## src/disc_bus_pkg.sv

```systemverilog
// Constants shared by the disc drive bus front end
`default_nettype none
package disc_bus_pkg;
  // ----------------------------------------
  // Clock and timing
  // ----------------------------------------
  localparam int CLK_MHZ = 50;
  localparam int TAG_NS = 100;
  localparam int TAG_CYC = ((TAG_NS * CLK_MHZ + 999) / 1000 < 1) ? 1 :
                           (TAG_NS * CLK_MHZ + 999) / 1000;
  localparam int GAP_NS = 100;
  localparam int GAP_CYC = ((GAP_NS * CLK_MHZ + 999) / 1000 < 1) ? 1 :
                           (GAP_NS * CLK_MHZ + 999) / 1000;
  localparam logic [3:0] TAG_LAST = 4'(TAG_CYC - 1);
  localparam logic [3:0] GAP_LAST = 4'(GAP_CYC - 1);

  // ----------------------------------------
  // Programmed I/O device codes
  // ----------------------------------------
  localparam logic [5:0] CODE_UNIT = 6'h28;
  localparam logic [5:0] CODE_BUS = 6'h29;
  localparam logic [5:0] CODE_TAG = 6'h2A;
  localparam logic [5:0] CODE_STATUS = 6'h28;

  // ----------------------------------------
  // Host word fields (index 15 is the leftmost bit)
  // ----------------------------------------
  localparam int W_TAG_CTL = 3;
  localparam int W_TAG_HEAD = 2;
  localparam int W_TAG_CYL = 1;
  localparam int W_TAG_UNIT = 0;
  localparam int W_VOL_CAP = 5;
  localparam int W_VOL_WANT = 4;
  localparam logic [3:0] MAX_UNIT = 4'h1;

  // ----------------------------------------
  // Bus bits under the control tag, and the volume bit under the head tag
  // ----------------------------------------
  localparam int B_WRITE = 0;
  localparam int B_READ = 1;
  localparam int B_RTZ = 6;
  localparam int B_VOL = 4;

  // ----------------------------------------
  // Status word bits
  // ----------------------------------------
  localparam int S_SEEK = 7;
  localparam int S_SEL_N = 6;
  localparam int S_HEADS_ON_TRACK_N_N = 4;
  localparam int S_WPROT = 3;
  localparam int S_FAULT = 2;
  localparam int S_READY_N = 0;

  // ----------------------------------------
  // Synchronised drive inputs
  // ----------------------------------------
  localparam int NSYNC = 12;
  localparam int I_FAULT = 0;
  localparam int I_SEEK = 1;
  localparam int I_HEADS_ON_TRACK_N = 2;
  localparam int I_INDEX = 3;
  localparam int I_SECTOR = 4;
  localparam int I_READY = 5;
  localparam int I_WPROT = 6;
  localparam int I_SELD = 7;
  localparam int I_SEEKEND = 8;
  localparam int I_SERVO = 9;
  localparam int I_RDCLK = 10;
  localparam int I_RDDATA = 11;

  localparam int WORD_W = 16;
  localparam int FIFO_DEPTH = 4;
endpackage
`default_nettype wire

```

## src/disc_drive_bus_interface.sv

```systemverilog
// Drive bus front end: tags, control bus, status word and serial data path
`timescale 1ns/10ps
`default_nettype none

// ----------------------------------------
// Write data FIFO
// ----------------------------------------
module word_fifo #(
  parameter int WIDTH = 16,
  parameter int DEPTH = 4
) (
  input wire logic clk,
  input wire logic rst_n,
  input wire logic in_valid,
  output logic in_ready,
  input wire logic [WIDTH-1:0] in_data,
  output logic out_valid,
  input wire logic out_ready,
  output logic [WIDTH-1:0] out_data
);
  localparam int AW = $clog2(DEPTH);
  logic [WIDTH-1:0] mem [DEPTH];
  logic [AW:0] wp_r, wp_nxt, rp_r, rp_nxt;
  logic ready_r, ready_nxt, empty, push, pop;

  assign empty = (wp_r == rp_r);
  assign in_ready = ready_r;
  assign out_valid = !empty;
  assign out_data = mem[rp_r[AW-1:0]];
  assign push = in_valid && ready_r;
  assign pop = out_ready && !empty;

  always_comb begin
    wp_nxt = push ? wp_r + 1'b1 : wp_r;
    rp_nxt = pop ? rp_r + 1'b1 : rp_r;
    // Ready comes from a flop, so it looks one push ahead
    ready_nxt = (wp_nxt[AW-1:0] != rp_nxt[AW-1:0]) || (wp_nxt[AW] == rp_nxt[AW]);
  end

  always_ff @(posedge clk) begin
    if (!rst_n) begin
      wp_r <= '0;
      rp_r <= '0;
      ready_r <= 1'b0;
    end else begin
      wp_r <= wp_nxt;
      rp_r <= rp_nxt;
      ready_r <= ready_nxt;
    end
    if (push) begin
      mem[wp_r[AW-1:0]] <= in_data;
    end
  end
endmodule

// Operation
// - Only two drives; unit numbers above one are ignored.
// - Cylinder tag pulse latches bus as cylinder address.
// - Volume change on capable drives sends a head tag before cylinder tag.
// - Head tag pulse latches head address plus volume bit.
// - Control tag pulse makes each bus bit a separate function.
// - Ten bus bits mean cylinder, head or control per tag.
// - Write enable and read enable never on together under control tag.
// - Bits 2 and 3 offset servo toward or away from spindle.
// - Bit 4 asks the drive to clear a fault.
// - Bit 5 with write or read enables address mark handling.
// - Bit 6 returns to track zero, head zero, volume zero.
// - Bits 7 and 8 strobe read data early or late.
// - Bit 9 selects the addressed unit.
// - Open cable line drives the interface enable.
// - Unit tag latches four-bit unit number on unit select lines.
// - Write clock and serial data timed from drive servo clock.
// - Status read on code 50 gives 16 bits, reserved bits zero.
// - Seek error status set by drive, cleared only by return to zero.
// - Selected status bit reads zero when drive selected.
// - On cylinder bit active low; write protect bit active high.
// - Fault status bit reads one on drive fault.
// - Ready bit active low; missing, slow or faulted reads one.
// - At most one of cylinder, head and control tags at once.
// - Unit tag high with any tag, for the whole operation.
module disc_drive_bus_interface (
  input wire logic clk,
  input wire logic rst_n,
  input wire logic pio_out_stb,
  input wire logic pio_in_stb,
  input wire logic [5:0] pio_code,
  input wire logic [15:0] pio_wdata,
  output logic [15:0] pio_rdata_r,
  output logic pio_ack_r,
  output logic ctl_busy_r,
  input wire logic wr_valid,
  output logic wr_ready,
  input wire logic [15:0] wr_word,
  output logic [15:0] rd_word_r,
  output logic rd_valid_r,
  output logic [9:0] bus_out_r,
  output logic tag_cyl_r,
  output logic tag_head_r,
  output logic tag_ctl_r,
  output logic unit_tag_r,
  output logic [3:0] unit_sel_r,
  output logic cable_ok_r,
  input wire logic drv_fault,
  input wire logic seek_fault_flag,
  input wire logic drv_on_track,
  input wire logic drv_index,
  input wire logic drv_sector,
  input wire logic drv_ready,
  input wire logic write_locked_flag,
  input wire logic drive_selected_ack,
  input wire logic seek_end,
  input wire logic servo_clk,
  input wire logic read_clk,
  input wire logic read_data,
  output logic write_clk_r,
  output logic write_data_r
);
  // ----------------------------------------
  // Input synchronisers
  // ----------------------------------------
  logic [disc_bus_pkg::NSYNC-1:0] raw, s1_r, s2_r, s3_r, filt_r, filt_nxt, rise;
  assign raw = {read_data, read_clk, servo_clk, seek_end, drive_selected_ack,
                write_locked_flag, drv_ready, drv_sector, drv_index, drv_on_track,
                seek_fault_flag, drv_fault};

  genvar gi;
  generate
    for (gi = 0; gi < disc_bus_pkg::NSYNC; gi++) begin : g_sync
      // three stages, accept when last two agree
      always_comb begin
        filt_nxt[gi] = (s2_r[gi] == s3_r[gi]) ? s3_r[gi] : filt_r[gi];
        rise[gi] = filt_nxt[gi] && !filt_r[gi];
      end
      always_ff @(posedge clk) begin
        if (!rst_n) begin
          s1_r[gi] <= 1'b0;
          s2_r[gi] <= 1'b0;
          s3_r[gi] <= 1'b0;
          filt_r[gi] <= 1'b0;
        end else begin
          s1_r[gi] <= raw[gi];
          s2_r[gi] <= s1_r[gi];
          s3_r[gi] <= s2_r[gi];
          filt_r[gi] <= filt_nxt[gi];
        end
      end
    end
  endgenerate

  // ----------------------------------------
  // Tag sequencer
  // ----------------------------------------
  typedef enum logic [1:0] {ST_IDLE, ST_VOLHEAD, ST_GAP, ST_TAG} tag_state_t;
  typedef enum logic [1:0] {K_CYL, K_HEAD, K_CTL} tag_kind_t;

  tag_state_t state_r, state_nxt;
  tag_kind_t kind_r, kind_nxt;
  logic [3:0] cnt_r, cnt_nxt;
  logic [9:0] bus_r, bus_nxt, bus_out_nxt;
  logic [3:0] unit_r, unit_nxt, head_r, head_nxt;
  logic vol_cap_r, vol_cap_nxt, vol_want_r, vol_want_nxt, vol_sent_r, vol_sent_nxt;
  logic unit_hold_r, unit_hold_nxt, wgate_r, wgate_nxt, seek_r, seek_nxt;
  logic ack_nxt, busy_nxt, unit_tag_nxt;
  logic cyl_nxt, head_tag_nxt, ctl_nxt;
  logic programmed_output_a, programmed_input_a, tag_start, rtz_issue;
  logic [2:0] tag_req;

  function automatic logic [1:0] ones3(input logic [2:0] v);
    ones3 = 2'(v[0]) + 2'(v[1]) + 2'(v[2]);
  endfunction

  assign programmed_output_a = pio_out_stb && (state_r == ST_IDLE);
  assign programmed_input_a = pio_in_stb && (pio_code == disc_bus_pkg::CODE_STATUS);
  assign tag_req = {pio_wdata[disc_bus_pkg::W_TAG_CTL], pio_wdata[disc_bus_pkg::W_TAG_HEAD],
                    pio_wdata[disc_bus_pkg::W_TAG_CYL]};
  assign tag_start = (state_r != ST_TAG) && (state_nxt == ST_TAG);
  // return to zero issued with control tag
  assign rtz_issue = tag_start && (kind_nxt == K_CTL) && bus_r[disc_bus_pkg::B_RTZ];

  always_comb begin
    state_nxt = state_r;
    kind_nxt = kind_r;
    cnt_nxt = cnt_r + 4'h1;
    bus_nxt = bus_r;
    unit_nxt = unit_r;
    head_nxt = head_r;
    vol_cap_nxt = vol_cap_r;
    vol_want_nxt = vol_want_r;
    vol_sent_nxt = vol_sent_r;
    unit_hold_nxt = unit_hold_r;
    wgate_nxt = wgate_r;
    ack_nxt = programmed_input_a;
    unique case (state_r)
      ST_IDLE: begin
        cnt_nxt = 4'h0;
        if (programmed_output_a && pio_code == disc_bus_pkg::CODE_UNIT) begin
          // only two drives on the chain
          if (pio_wdata[3:0] <= disc_bus_pkg::MAX_UNIT) begin
            unit_nxt = pio_wdata[3:0];
            vol_cap_nxt = pio_wdata[disc_bus_pkg::W_VOL_CAP];
            vol_want_nxt = pio_wdata[disc_bus_pkg::W_VOL_WANT];
            ack_nxt = 1'b1;
          end
        end else if (programmed_output_a && pio_code == disc_bus_pkg::CODE_BUS) begin
          // bus value meaning set by later tag
          bus_nxt = pio_wdata[9:0];
          ack_nxt = 1'b1;
        end else if (programmed_output_a && pio_code == disc_bus_pkg::CODE_TAG) begin
          // more than one tag is refused
          if (ones3(tag_req) == 2'h0) begin
            unit_hold_nxt = pio_wdata[disc_bus_pkg::W_TAG_UNIT];
            ack_nxt = 1'b1;
          end else if (ones3(tag_req) == 2'h1 &&
                       !(tag_req[2] && bus_r[disc_bus_pkg::B_WRITE] &&
                         bus_r[disc_bus_pkg::B_READ])) begin
            unit_hold_nxt = pio_wdata[disc_bus_pkg::W_TAG_UNIT];
            ack_nxt = 1'b1;
            kind_nxt = tag_req[2] ? K_CTL : (tag_req[1] ? K_HEAD : K_CYL);
            // volume change sends head tag first
            if (tag_req[0] && vol_cap_r && vol_want_r != vol_sent_r) begin
              state_nxt = ST_VOLHEAD;
            end else begin
              state_nxt = ST_TAG;
            end
          end
        end
      end
      ST_VOLHEAD: begin
        if (cnt_r == disc_bus_pkg::TAG_LAST) begin
          vol_sent_nxt = vol_want_r;
          cnt_nxt = 4'h0;
          state_nxt = ST_GAP;
        end
      end
      ST_GAP: begin
        if (cnt_r == disc_bus_pkg::GAP_LAST) begin
          cnt_nxt = 4'h0;
          state_nxt = ST_TAG;
        end
      end
      ST_TAG: begin
        if (cnt_r == disc_bus_pkg::TAG_LAST) begin
          state_nxt = ST_IDLE;
          unique case (kind_r)
            K_HEAD: begin
              head_nxt = bus_r[3:0];
              vol_sent_nxt = bus_r[disc_bus_pkg::B_VOL];
            end
            K_CTL: begin
              wgate_nxt = bus_r[disc_bus_pkg::B_WRITE];
              if (bus_r[disc_bus_pkg::B_RTZ]) begin
                head_nxt = 4'h0;
                vol_sent_nxt = 1'b0;
              end
            end
            K_CYL: begin
            end
          endcase
        end
      end
    endcase
    busy_nxt = (state_nxt != ST_IDLE);
    cyl_nxt = (state_nxt == ST_TAG) && (kind_nxt == K_CYL);
    ctl_nxt = (state_nxt == ST_TAG) && (kind_nxt == K_CTL);
    head_tag_nxt = (state_nxt == ST_VOLHEAD) ||
                   ((state_nxt == ST_TAG) && (kind_nxt == K_HEAD));
    // unit tag stands through whole operation
    unit_tag_nxt = unit_hold_nxt || busy_nxt;
    // control bits go out as loaded
    bus_out_nxt = bus_nxt;
    if (state_nxt == ST_VOLHEAD) begin
      bus_out_nxt = {bus_r[9:5], vol_want_r, head_r};
    end
  end

  always_ff @(posedge clk) begin
    if (!rst_n) begin
      state_r <= ST_IDLE;
      kind_r <= K_CYL;
      cnt_r <= 4'h0;
      bus_r <= 10'h000;
      unit_r <= 4'h0;
      head_r <= 4'h0;
      vol_cap_r <= 1'b0;
      vol_want_r <= 1'b0;
      vol_sent_r <= 1'b0;
      unit_hold_r <= 1'b0;
      wgate_r <= 1'b0;
      pio_ack_r <= 1'b0;
      ctl_busy_r <= 1'b0;
      bus_out_r <= 10'h000;
      tag_cyl_r <= 1'b0;
      tag_head_r <= 1'b0;
      tag_ctl_r <= 1'b0;
      unit_tag_r <= 1'b0;
      unit_sel_r <= 4'h0;
      cable_ok_r <= 1'b0;
    end else begin
      state_r <= state_nxt;
      kind_r <= kind_nxt;
      cnt_r <= cnt_nxt;
      bus_r <= bus_nxt;
      unit_r <= unit_nxt;
      head_r <= head_nxt;
      vol_cap_r <= vol_cap_nxt;
      vol_want_r <= vol_want_nxt;
      vol_sent_r <= vol_sent_nxt;
      unit_hold_r <= unit_hold_nxt;
      wgate_r <= wgate_nxt;
      pio_ack_r <= ack_nxt;
      ctl_busy_r <= busy_nxt;
      bus_out_r <= bus_out_nxt;
      tag_cyl_r <= cyl_nxt;
      tag_head_r <= head_tag_nxt;
      tag_ctl_r <= ctl_nxt;
      unit_tag_r <= unit_tag_nxt;
      unit_sel_r <= unit_nxt;
      // interface enabled once out of reset
      cable_ok_r <= 1'b1;
    end
  end

  property p_one_tag;
    @(posedge clk) disable iff (!rst_n) $onehot0({tag_cyl_r, tag_head_r, tag_ctl_r});
  endproperty
  a_one_tag: assert property (p_one_tag) else $error("two tags at once");

  property p_unit_with_tag;
    @(posedge clk) disable iff (!rst_n)
      (tag_cyl_r || tag_head_r || tag_ctl_r) |-> unit_tag_r;
  endproperty
  a_unit_with_tag: assert property (p_unit_with_tag) else $error("unit tag missing");

  property p_rw_excl;
    @(posedge clk) disable iff (!rst_n)
      tag_ctl_r |-> !(bus_out_r[disc_bus_pkg::B_WRITE] && bus_out_r[disc_bus_pkg::B_READ]);
  endproperty
  a_rw_excl: assert property (p_rw_excl) else $error("write and read together");

  property p_cyl_width;
    @(posedge clk) disable iff (!rst_n) $rose(tag_cyl_r) |-> tag_cyl_r[*5] ##1 !tag_cyl_r;
  endproperty
  a_cyl_width: assert property (p_cyl_width) else $error("cylinder tag width wrong");

  property p_vol_first;
    @(posedge clk) disable iff (!rst_n)
      ($rose(tag_cyl_r) && vol_cap_r) |-> (vol_sent_r == vol_want_r);
  endproperty
  a_vol_first: assert property (p_vol_first) else $error("volume not sent first");

  property p_bus_stable;
    @(posedge clk) disable iff (!rst_n)
      (tag_ctl_r && $past(tag_ctl_r)) |-> $stable(bus_out_r) && $stable(unit_sel_r);
  endproperty
  a_bus_stable: assert property (p_bus_stable) else $error("bus moved under tag");

  // ----------------------------------------
  // Status word
  // ----------------------------------------
  logic [15:0] status;
  logic [15:0] rdata_nxt;

  always_comb begin
    seek_nxt = filt_r[disc_bus_pkg::I_SEEK] || (seek_r && !rtz_issue);
    status = 16'h0000;
    status[disc_bus_pkg::S_SEEK] = seek_r;
    status[disc_bus_pkg::S_SEL_N] = !filt_r[disc_bus_pkg::I_SELD];
    // on cylinder low, write protect high
    status[disc_bus_pkg::S_HEADS_ON_TRACK_N_N] = !filt_r[disc_bus_pkg::I_HEADS_ON_TRACK_N];
    status[disc_bus_pkg::S_WPROT] = filt_r[disc_bus_pkg::I_WPROT];
    status[disc_bus_pkg::S_FAULT] = filt_r[disc_bus_pkg::I_FAULT];
    // not ready when missing or faulted
    status[disc_bus_pkg::S_READY_N] = !(filt_r[disc_bus_pkg::I_READY] &&
                                        !filt_r[disc_bus_pkg::I_FAULT]);
    rdata_nxt = programmed_input_a ? status : pio_rdata_r;
  end

  always_ff @(posedge clk) begin
    if (!rst_n) begin
      seek_r <= 1'b0;
      pio_rdata_r <= 16'h0000;
    end else begin
      seek_r <= seek_nxt;
      pio_rdata_r <= rdata_nxt;
    end
  end

  property p_seek_clear;
    @(posedge clk) disable iff (!rst_n) $fell(seek_r) |-> $past(rtz_issue);
  endproperty
  a_seek_clear: assert property (p_seek_clear) else $error("seek flag lost");

  property p_status_read;
    @(posedge clk) disable iff (!rst_n)
      programmed_input_a |=> pio_ack_r && pio_rdata_r[15:8] == 8'h00 && pio_rdata_r[5] == 1'b0
              && pio_rdata_r[disc_bus_pkg::S_SEL_N] == !$past(filt_r[disc_bus_pkg::I_SELD]);
  endproperty
  a_status_read: assert property (p_status_read) else $error("status word wrong");

  // ----------------------------------------
  // Serial data path
  // ----------------------------------------
  // Servo and read clocks are sampled, so both must stay well under clk/6
  logic fifo_valid, fifo_pop;
  logic [15:0] fifo_word, wsh_r, wsh_nxt, rsh_r, rsh_nxt, rd_word_nxt;
  logic [3:0] wcnt_r, wcnt_nxt, rcnt_r, rcnt_nxt;
  logic wclk_nxt, wdata_nxt, rd_valid_nxt, wload_r, wload_nxt;

  word_fifo #(.WIDTH(disc_bus_pkg::WORD_W), .DEPTH(disc_bus_pkg::FIFO_DEPTH)) i_word_fifo (
    .clk(clk),
    .rst_n(rst_n),
    .in_valid(wr_valid),
    .in_ready(wr_ready),
    .in_data(wr_word),
    .out_valid(fifo_valid),
    .out_ready(fifo_pop),
    .out_data(fifo_word)
  );

  always_comb begin
    wsh_nxt = wsh_r;
    wcnt_nxt = wcnt_r;
    wload_nxt = wload_r;
    fifo_pop = 1'b0;
    // write clock follows servo clock while writing
    wclk_nxt = wgate_r && filt_r[disc_bus_pkg::I_SERVO];
    wdata_nxt = write_data_r;
    if (!wgate_r) begin
      wload_nxt = 1'b0;
      wcnt_nxt = 4'h0;
      wdata_nxt = 1'b0;
    end else if (rise[disc_bus_pkg::I_SERVO]) begin
      if (wload_r && wcnt_r != 4'hF) begin
        wsh_nxt = {wsh_r[14:0], 1'b0};
        wcnt_nxt = wcnt_r + 4'h1;
        wdata_nxt = wsh_r[15];
      end else if (fifo_valid) begin
        fifo_pop = 1'b1;
        wload_nxt = 1'b1;
        wsh_nxt = {fifo_word[14:0], 1'b0};
        wcnt_nxt = 4'h0;
        wdata_nxt = fifo_word[15];
      end else begin
        wload_nxt = 1'b0;
        wdata_nxt = 1'b0;
      end
    end
    rsh_nxt = rsh_r;
    rcnt_nxt = rcnt_r;
    rd_word_nxt = rd_word_r;
    rd_valid_nxt = 1'b0;
    if (rise[disc_bus_pkg::I_RDCLK]) begin
      rsh_nxt = {rsh_r[14:0], filt_r[disc_bus_pkg::I_RDDATA]};
      rcnt_nxt = rcnt_r + 4'h1;
      if (rcnt_r == 4'hF) begin
        rd_word_nxt = {rsh_r[14:0], filt_r[disc_bus_pkg::I_RDDATA]};
        rd_valid_nxt = 1'b1;
      end
    end
  end

  always_ff @(posedge clk) begin
    if (!rst_n) begin
      wsh_r <= 16'h0000;
      wcnt_r <= 4'h0;
      wload_r <= 1'b0;
      write_clk_r <= 1'b0;
      write_data_r <= 1'b0;
      rsh_r <= 16'h0000;
      rcnt_r <= 4'h0;
      rd_word_r <= 16'h0000;
      rd_valid_r <= 1'b0;
    end else begin
      wsh_r <= wsh_nxt;
      wcnt_r <= wcnt_nxt;
      wload_r <= wload_nxt;
      write_clk_r <= wclk_nxt;
      write_data_r <= wdata_nxt;
      rsh_r <= rsh_nxt;
      rcnt_r <= rcnt_nxt;
      rd_word_r <= rd_word_nxt;
      rd_valid_r <= rd_valid_nxt;
    end
  end

endmodule

`default_nettype wire

```

## config.mk

```make
export PLATFORM = sky130hd
export DESIGN_NAME = disc_drive_bus_interface
export DESIGN_NICKNAME = d
export VERILOG_FILES = /design/src/disc_bus_pkg.sv /design/src/disc_drive_bus_interface.sv
export SDC_FILE = /design/constraint.sdc
export NUM_CORES = 1
export LEC_CHECK = 0
export ABC_AREA = 1
export BUFFER_PORTS_ARGS = -buffer_cell sky130_fd_sc_hd__buf_2
export CORE_ASPECT_RATIO = 2
export CORE_MARGIN = 5
export CORE_UTILIZATION = 57
export DETAILED_ROUTE_END_ITERATION = 7
export GPL_TIMING_DRIVEN = 0
export PLACE_DENSITY = 0.79
export RECOVER_POWER = 100
export SKIP_CTS_REPAIR_TIMING = 1
export SLEW_MARGIN = 20
export SYNTH_ARGS = -nofsm -noshare
export SYNTH_HDL_FRONTEND = slang
export SYNTH_HIERARCHICAL = 1
export SYNTH_SLANG_ARGS = --single-unit
```

## constraint.sdc

```tcl
create_clock -name clk -period 2.3 [get_ports clk]
set_input_delay 0.115 -clock clk [delete_from_list [all_inputs] [get_ports clk]]
set_output_delay 0.115 -clock clk [all_outputs]
set_load 0.02 [all_outputs]
```

==> out/qor_table.md <==
| Item | Value | Unit |
|:---|:---|:---|
| Area growth from synthesis to final layout | 18.4 | % |
| Fraction of synthesized cell area taken by the top area cell type | 36.1 | % |
| Startpoint class of the critical path | flop | - |
| Violations in the final reports | hold timing | - |
| Final number of max-transition violations | 0 | - |
| Power consumption | 7.68 | mW |
| Vias in the first global route | 6,671 | - |
| Crit path DAT | 2.46 | ns |
| Main area contributors after synthesis | dfxtp_1, edfxtp_1, nor2_1 | - |
| Dominant cell type by count on the critical path | o21ai_0 | - |
| Async set or reset register ratio after synthesis | 0 | % |
| Clock transition time at the flip-flop clock pins of the worst setup and hold paths | 0.07 | ns |
| Die area | 0.0179 | mm2 |
| Clock root buffer | clkbuf_16 | - |
| Share of total power in combinational logic | 4.3 | % |
| Total global routing overflow | 0 | - |
| Source-to-sink clock delay at the later pin of the worst-skew pair | 0.48 | ns |
| Ys flop type | dfxtp_1 | - |
| TritonCTS clock tree | yes | - |
| Internal Power | 6.12 | mW |
| Gate Count Post-Synth | 973 | - |
| Power per cell area | 750 | mW/mm2 |
| Setup clock skew after layout | 0.00956 | ns |
| RePlAce Congestion | 0.905 | - |
| Switching power | 1.56 | mW |
| Critical-path cell with the highest stage delay | o21ai_0 | - |
| Number of nets with antenna violations after detailed routing | 0 | - |
| Critical path class | flop to flop | - |
| Clock share of power | 42.8 | % |
| Sum of negative setup slack | 0 | ns |
| Count of final hold-check violations | 1 | - |
| Net switching share of the total power | 20.3 | % |
| Average cell area after synthesis | 8.89 | um2 |
| Type of the worst min-delay path | input port to flop | - |
| Pleak | 4.49 | nW |
| Count of endpoints failing setup in the final report | 0 | - |
| Count of buffers inserted at the top-level ports | 92 | - |
| Horizontal extent of the die | 97.1 | um |
| Via-to-Cell Ratio | 5.10 | - |
| Relative slew margins | 42.6 | % |
| Share of final-layout standard cells stronger than drive strength 1 | 9.54 | % |
| Antenna violations before repair | 0 | - |
| Result of the run | complete, but fails checks | - |
| Total routing usage reported by global routing | 21.0 | % |
| H-tree lvl count | 1 | - |
| CTS buffer count | 19 | - |
| Mapped Area | 0.00865 | mm2 |
| Total area of multi-input combinational cells | 0.00292 | mm2 |
| Library cells used by synthesis | 44 | - |
| Synthesized flop and latch total | 220 | - |
| Antenna diodes | 0 | - |
| Transition at the pin with the smallest max-transition slack | 0.862 | ns |
| Seq/Total Area, Yosys | 58.3 | % |
| Number of synthesized flops with an enable pin | 64 | - |
| CP Cell Sequence | ha_1, nand3_1, nand2_2, inv_4, o21ai_0, nor2_1, clkbuf_2, o21ai_0, a31oi_1 | - |
| Starting DRC count in detailed routing | 287 | - |
| Worst-case hold slack | -0.0388 | ns |
| Final routed wire length divided by cell count | 14.3 | um |
| Core region area | 0.0149 | mm2 |
| Vias after detailed routing | 6,823 | - |
| Pre-Repair DR Iteration Count | 4 | - |
| Final-layout fill cell count | 1,256 | - |
| Seq. cell area | 0.00504 | mm2 |
| Setup repair after global routing missed its margin | false | - |
| Highest clock rate | 478 | MHz |
| Synth area leader | dfxtp_1 | - |
| Drc violations | 0 | - |
| Number of synthesis warnings | 6 | - |
| Post-layout min period | 2.09 | ns |
| Sequential group share of total power | 52.9 | % |
| CP max stage delay | 0.43 | ns |
| Ports placed on the boundary | 112 | - |
| Num rows | 63 | - |
| Pin count of the biggest net entering global routing | 18 | - |
| Kind of capture point of the worst setup path | flop | - |
| Max VDD drop | 0.798 | mV |
| Required @ worst endpoint | 2.67 | ns |
| Maximum clock insertion buffer count | 3 | - |
| Overall routed net length | 19.1 | mm |
| Max-cap violation count | 0 | - |
| Final Net Count | 1,200 | - |
| Detailed placement HPWL | 14.2 | mm |
| Global-route wire length before repair | 30.6 | mm |
| Initial core utilization | 58.1 | % |
| Sinks on the clock net | 220 | - |
| CP Max Fanout | 10 | - |
| Portion of the clock cycle consumed by the worst path in the final layout | 91.0 | % |
| Vertical die dimension | 184 | um |
## worst max-delay path, delay by kind of cell (launching register included)
kind,cells,cell delay [ns]
compound gates,3,0.71
flops,1,0.35
buf+inv,2,0.29
fa+ha+maj,1,0.20
simple gates,3,0.42
## cells in the mapped netlist, drive strengths merged, types with 2 or more instances
cell / n
nand3: 38
nor2: 184
buf: 23
o22ai: 16
clkbuf: 25
nand4: 4
a21oi: 37
ha: 14
xnor2: 2
nor4: 2
a31oi: 17
dfxtp: 156
nor3: 8
o21ai: 115
edfxtp: 64
nand2: 147
xor2: 5
inv: 106
## flip-flops by register name (all words and copies together), names as in the netlist, 10 cells and up
name	count
i_word_fifo/mem	64
wsh_r	15
bus_out_r	10
rd_word_r	16
bus_r	10
rsh_r	15
## final timing paths
kind / startpoint / endpoint / slack [ns] / cells after the start
worst max-delay path: wcnt_r[1]$_SDFFE_PN0P_ / wsh_r[13]$_SDFFE_PN0P_ / 0.21 / 9
worst min-delay path: pio_wdata[8] / bus_r[8]$_SDFF_PN0_ / -0.04 / 3
worst max register to register: wcnt_r[1]$_SDFFE_PN0P_ / wsh_r[13]$_SDFFE_PN0P_ / 0.21 / 9
worst min register to register: s1_r[11]$_SDFF_PN0_ / s2_r[11]$_SDFF_PN0_ / 0.41 / 2
## layout by cell type (no fill, tap or decap), drive strengths merged, types with 4 or more instances in the layout
| master | count |
|---|---|
| nand2 | 147 |
| o22ai | 16 |
| buf | 48 |
| a31oi | 17 |
| nor3 | 8 |
| nand3 | 38 |
| clkbuf | 123 |
| nor2 | 184 |
| conb | 10 |
| o21ai | 115 |
| a21oi | 37 |
| nand4 | 4 |
| dfxtp | 156 |
| dlygate4sd3 | 32 |
| xor2 | 5 |
| edfxtp | 64 |
| inv | 106 |
| ha | 14 |
## final cells by class
cell class / instances / area share [%]
Clock buffer: 28 / 5.57
Tap cell: 195 / 2.38
Buffer: 48 / 2.61
Multi-Input combinational cell: 608 / 28.5
Clock inverter: 5 / 0.769
Timing Repair Buffer: 127 / 6.95
Inverter: 106 / 3.96
Sequential cell: 220 / 49.2
## through the flow
step / cell area, um2 / cells / setup WS [ns] / utilization [%]
global route: 10200 / 1337 / 0.0446 / 68.8
finish: 10200 / 1337 / 0.207 / 68.8
global placement: 9390 / 1269 / 0.110 / 63.0
CTS: 10100 / 1305 / 0.186 / 67.7
detailed placement: 9430 / 1272 / 0.155 / 63.3
floorplan: 8680 / 982 / 0.510 / -
## power by group through the flow
stage / Clock, mW / Sequential (mW) / Combinational, mW
finish: 3.29 / 4.06 / 0.330
detailed placement: 0 / 4.15 / 0.303
CTS: 3.36 / 4.06 / 0.304
global route: 3.52 / 4.07 / 0.369
global placement: 0 / 4.15 / 0.291
floorplan: 0 / 4.15 / 0.179
## cells by family (layout without fill, tap and decap cells)
family / after synthesis / in the layout / synth area share [%]
adder cells (fa/ha/maj): 15 / 15 / 2.26
buffers and inverters: 154 / 314 / 7.80
multiplexers: 1 / 1 / 0.116
AND/OR/NAND/NOR: 385 / 385 / 18.9
AO/OA/AOI/OAI: 190 / 190 / 11.8
flip-flops: 220 / 220 / 58.3
other: 1 / 10 / 0.0433
XOR/XNOR: 7 / 7 / 0.796
## layer usage
layer / vias to the layer above / routed length [um] / share of wire, % / track usage (%)
li1: 3476 / - / - / -
met1: 3150 / 6640 / 35 / 18.4
met2: 151 / 11000 / 57 / 44.9
met3: 46 / 716 / 3.7 / 2.69
met4: 0 / 779 / 4.1 / 9.56
met5: - / 0 / 0 / 0
No activity file was read; power rests on OpenSTA's default activity.
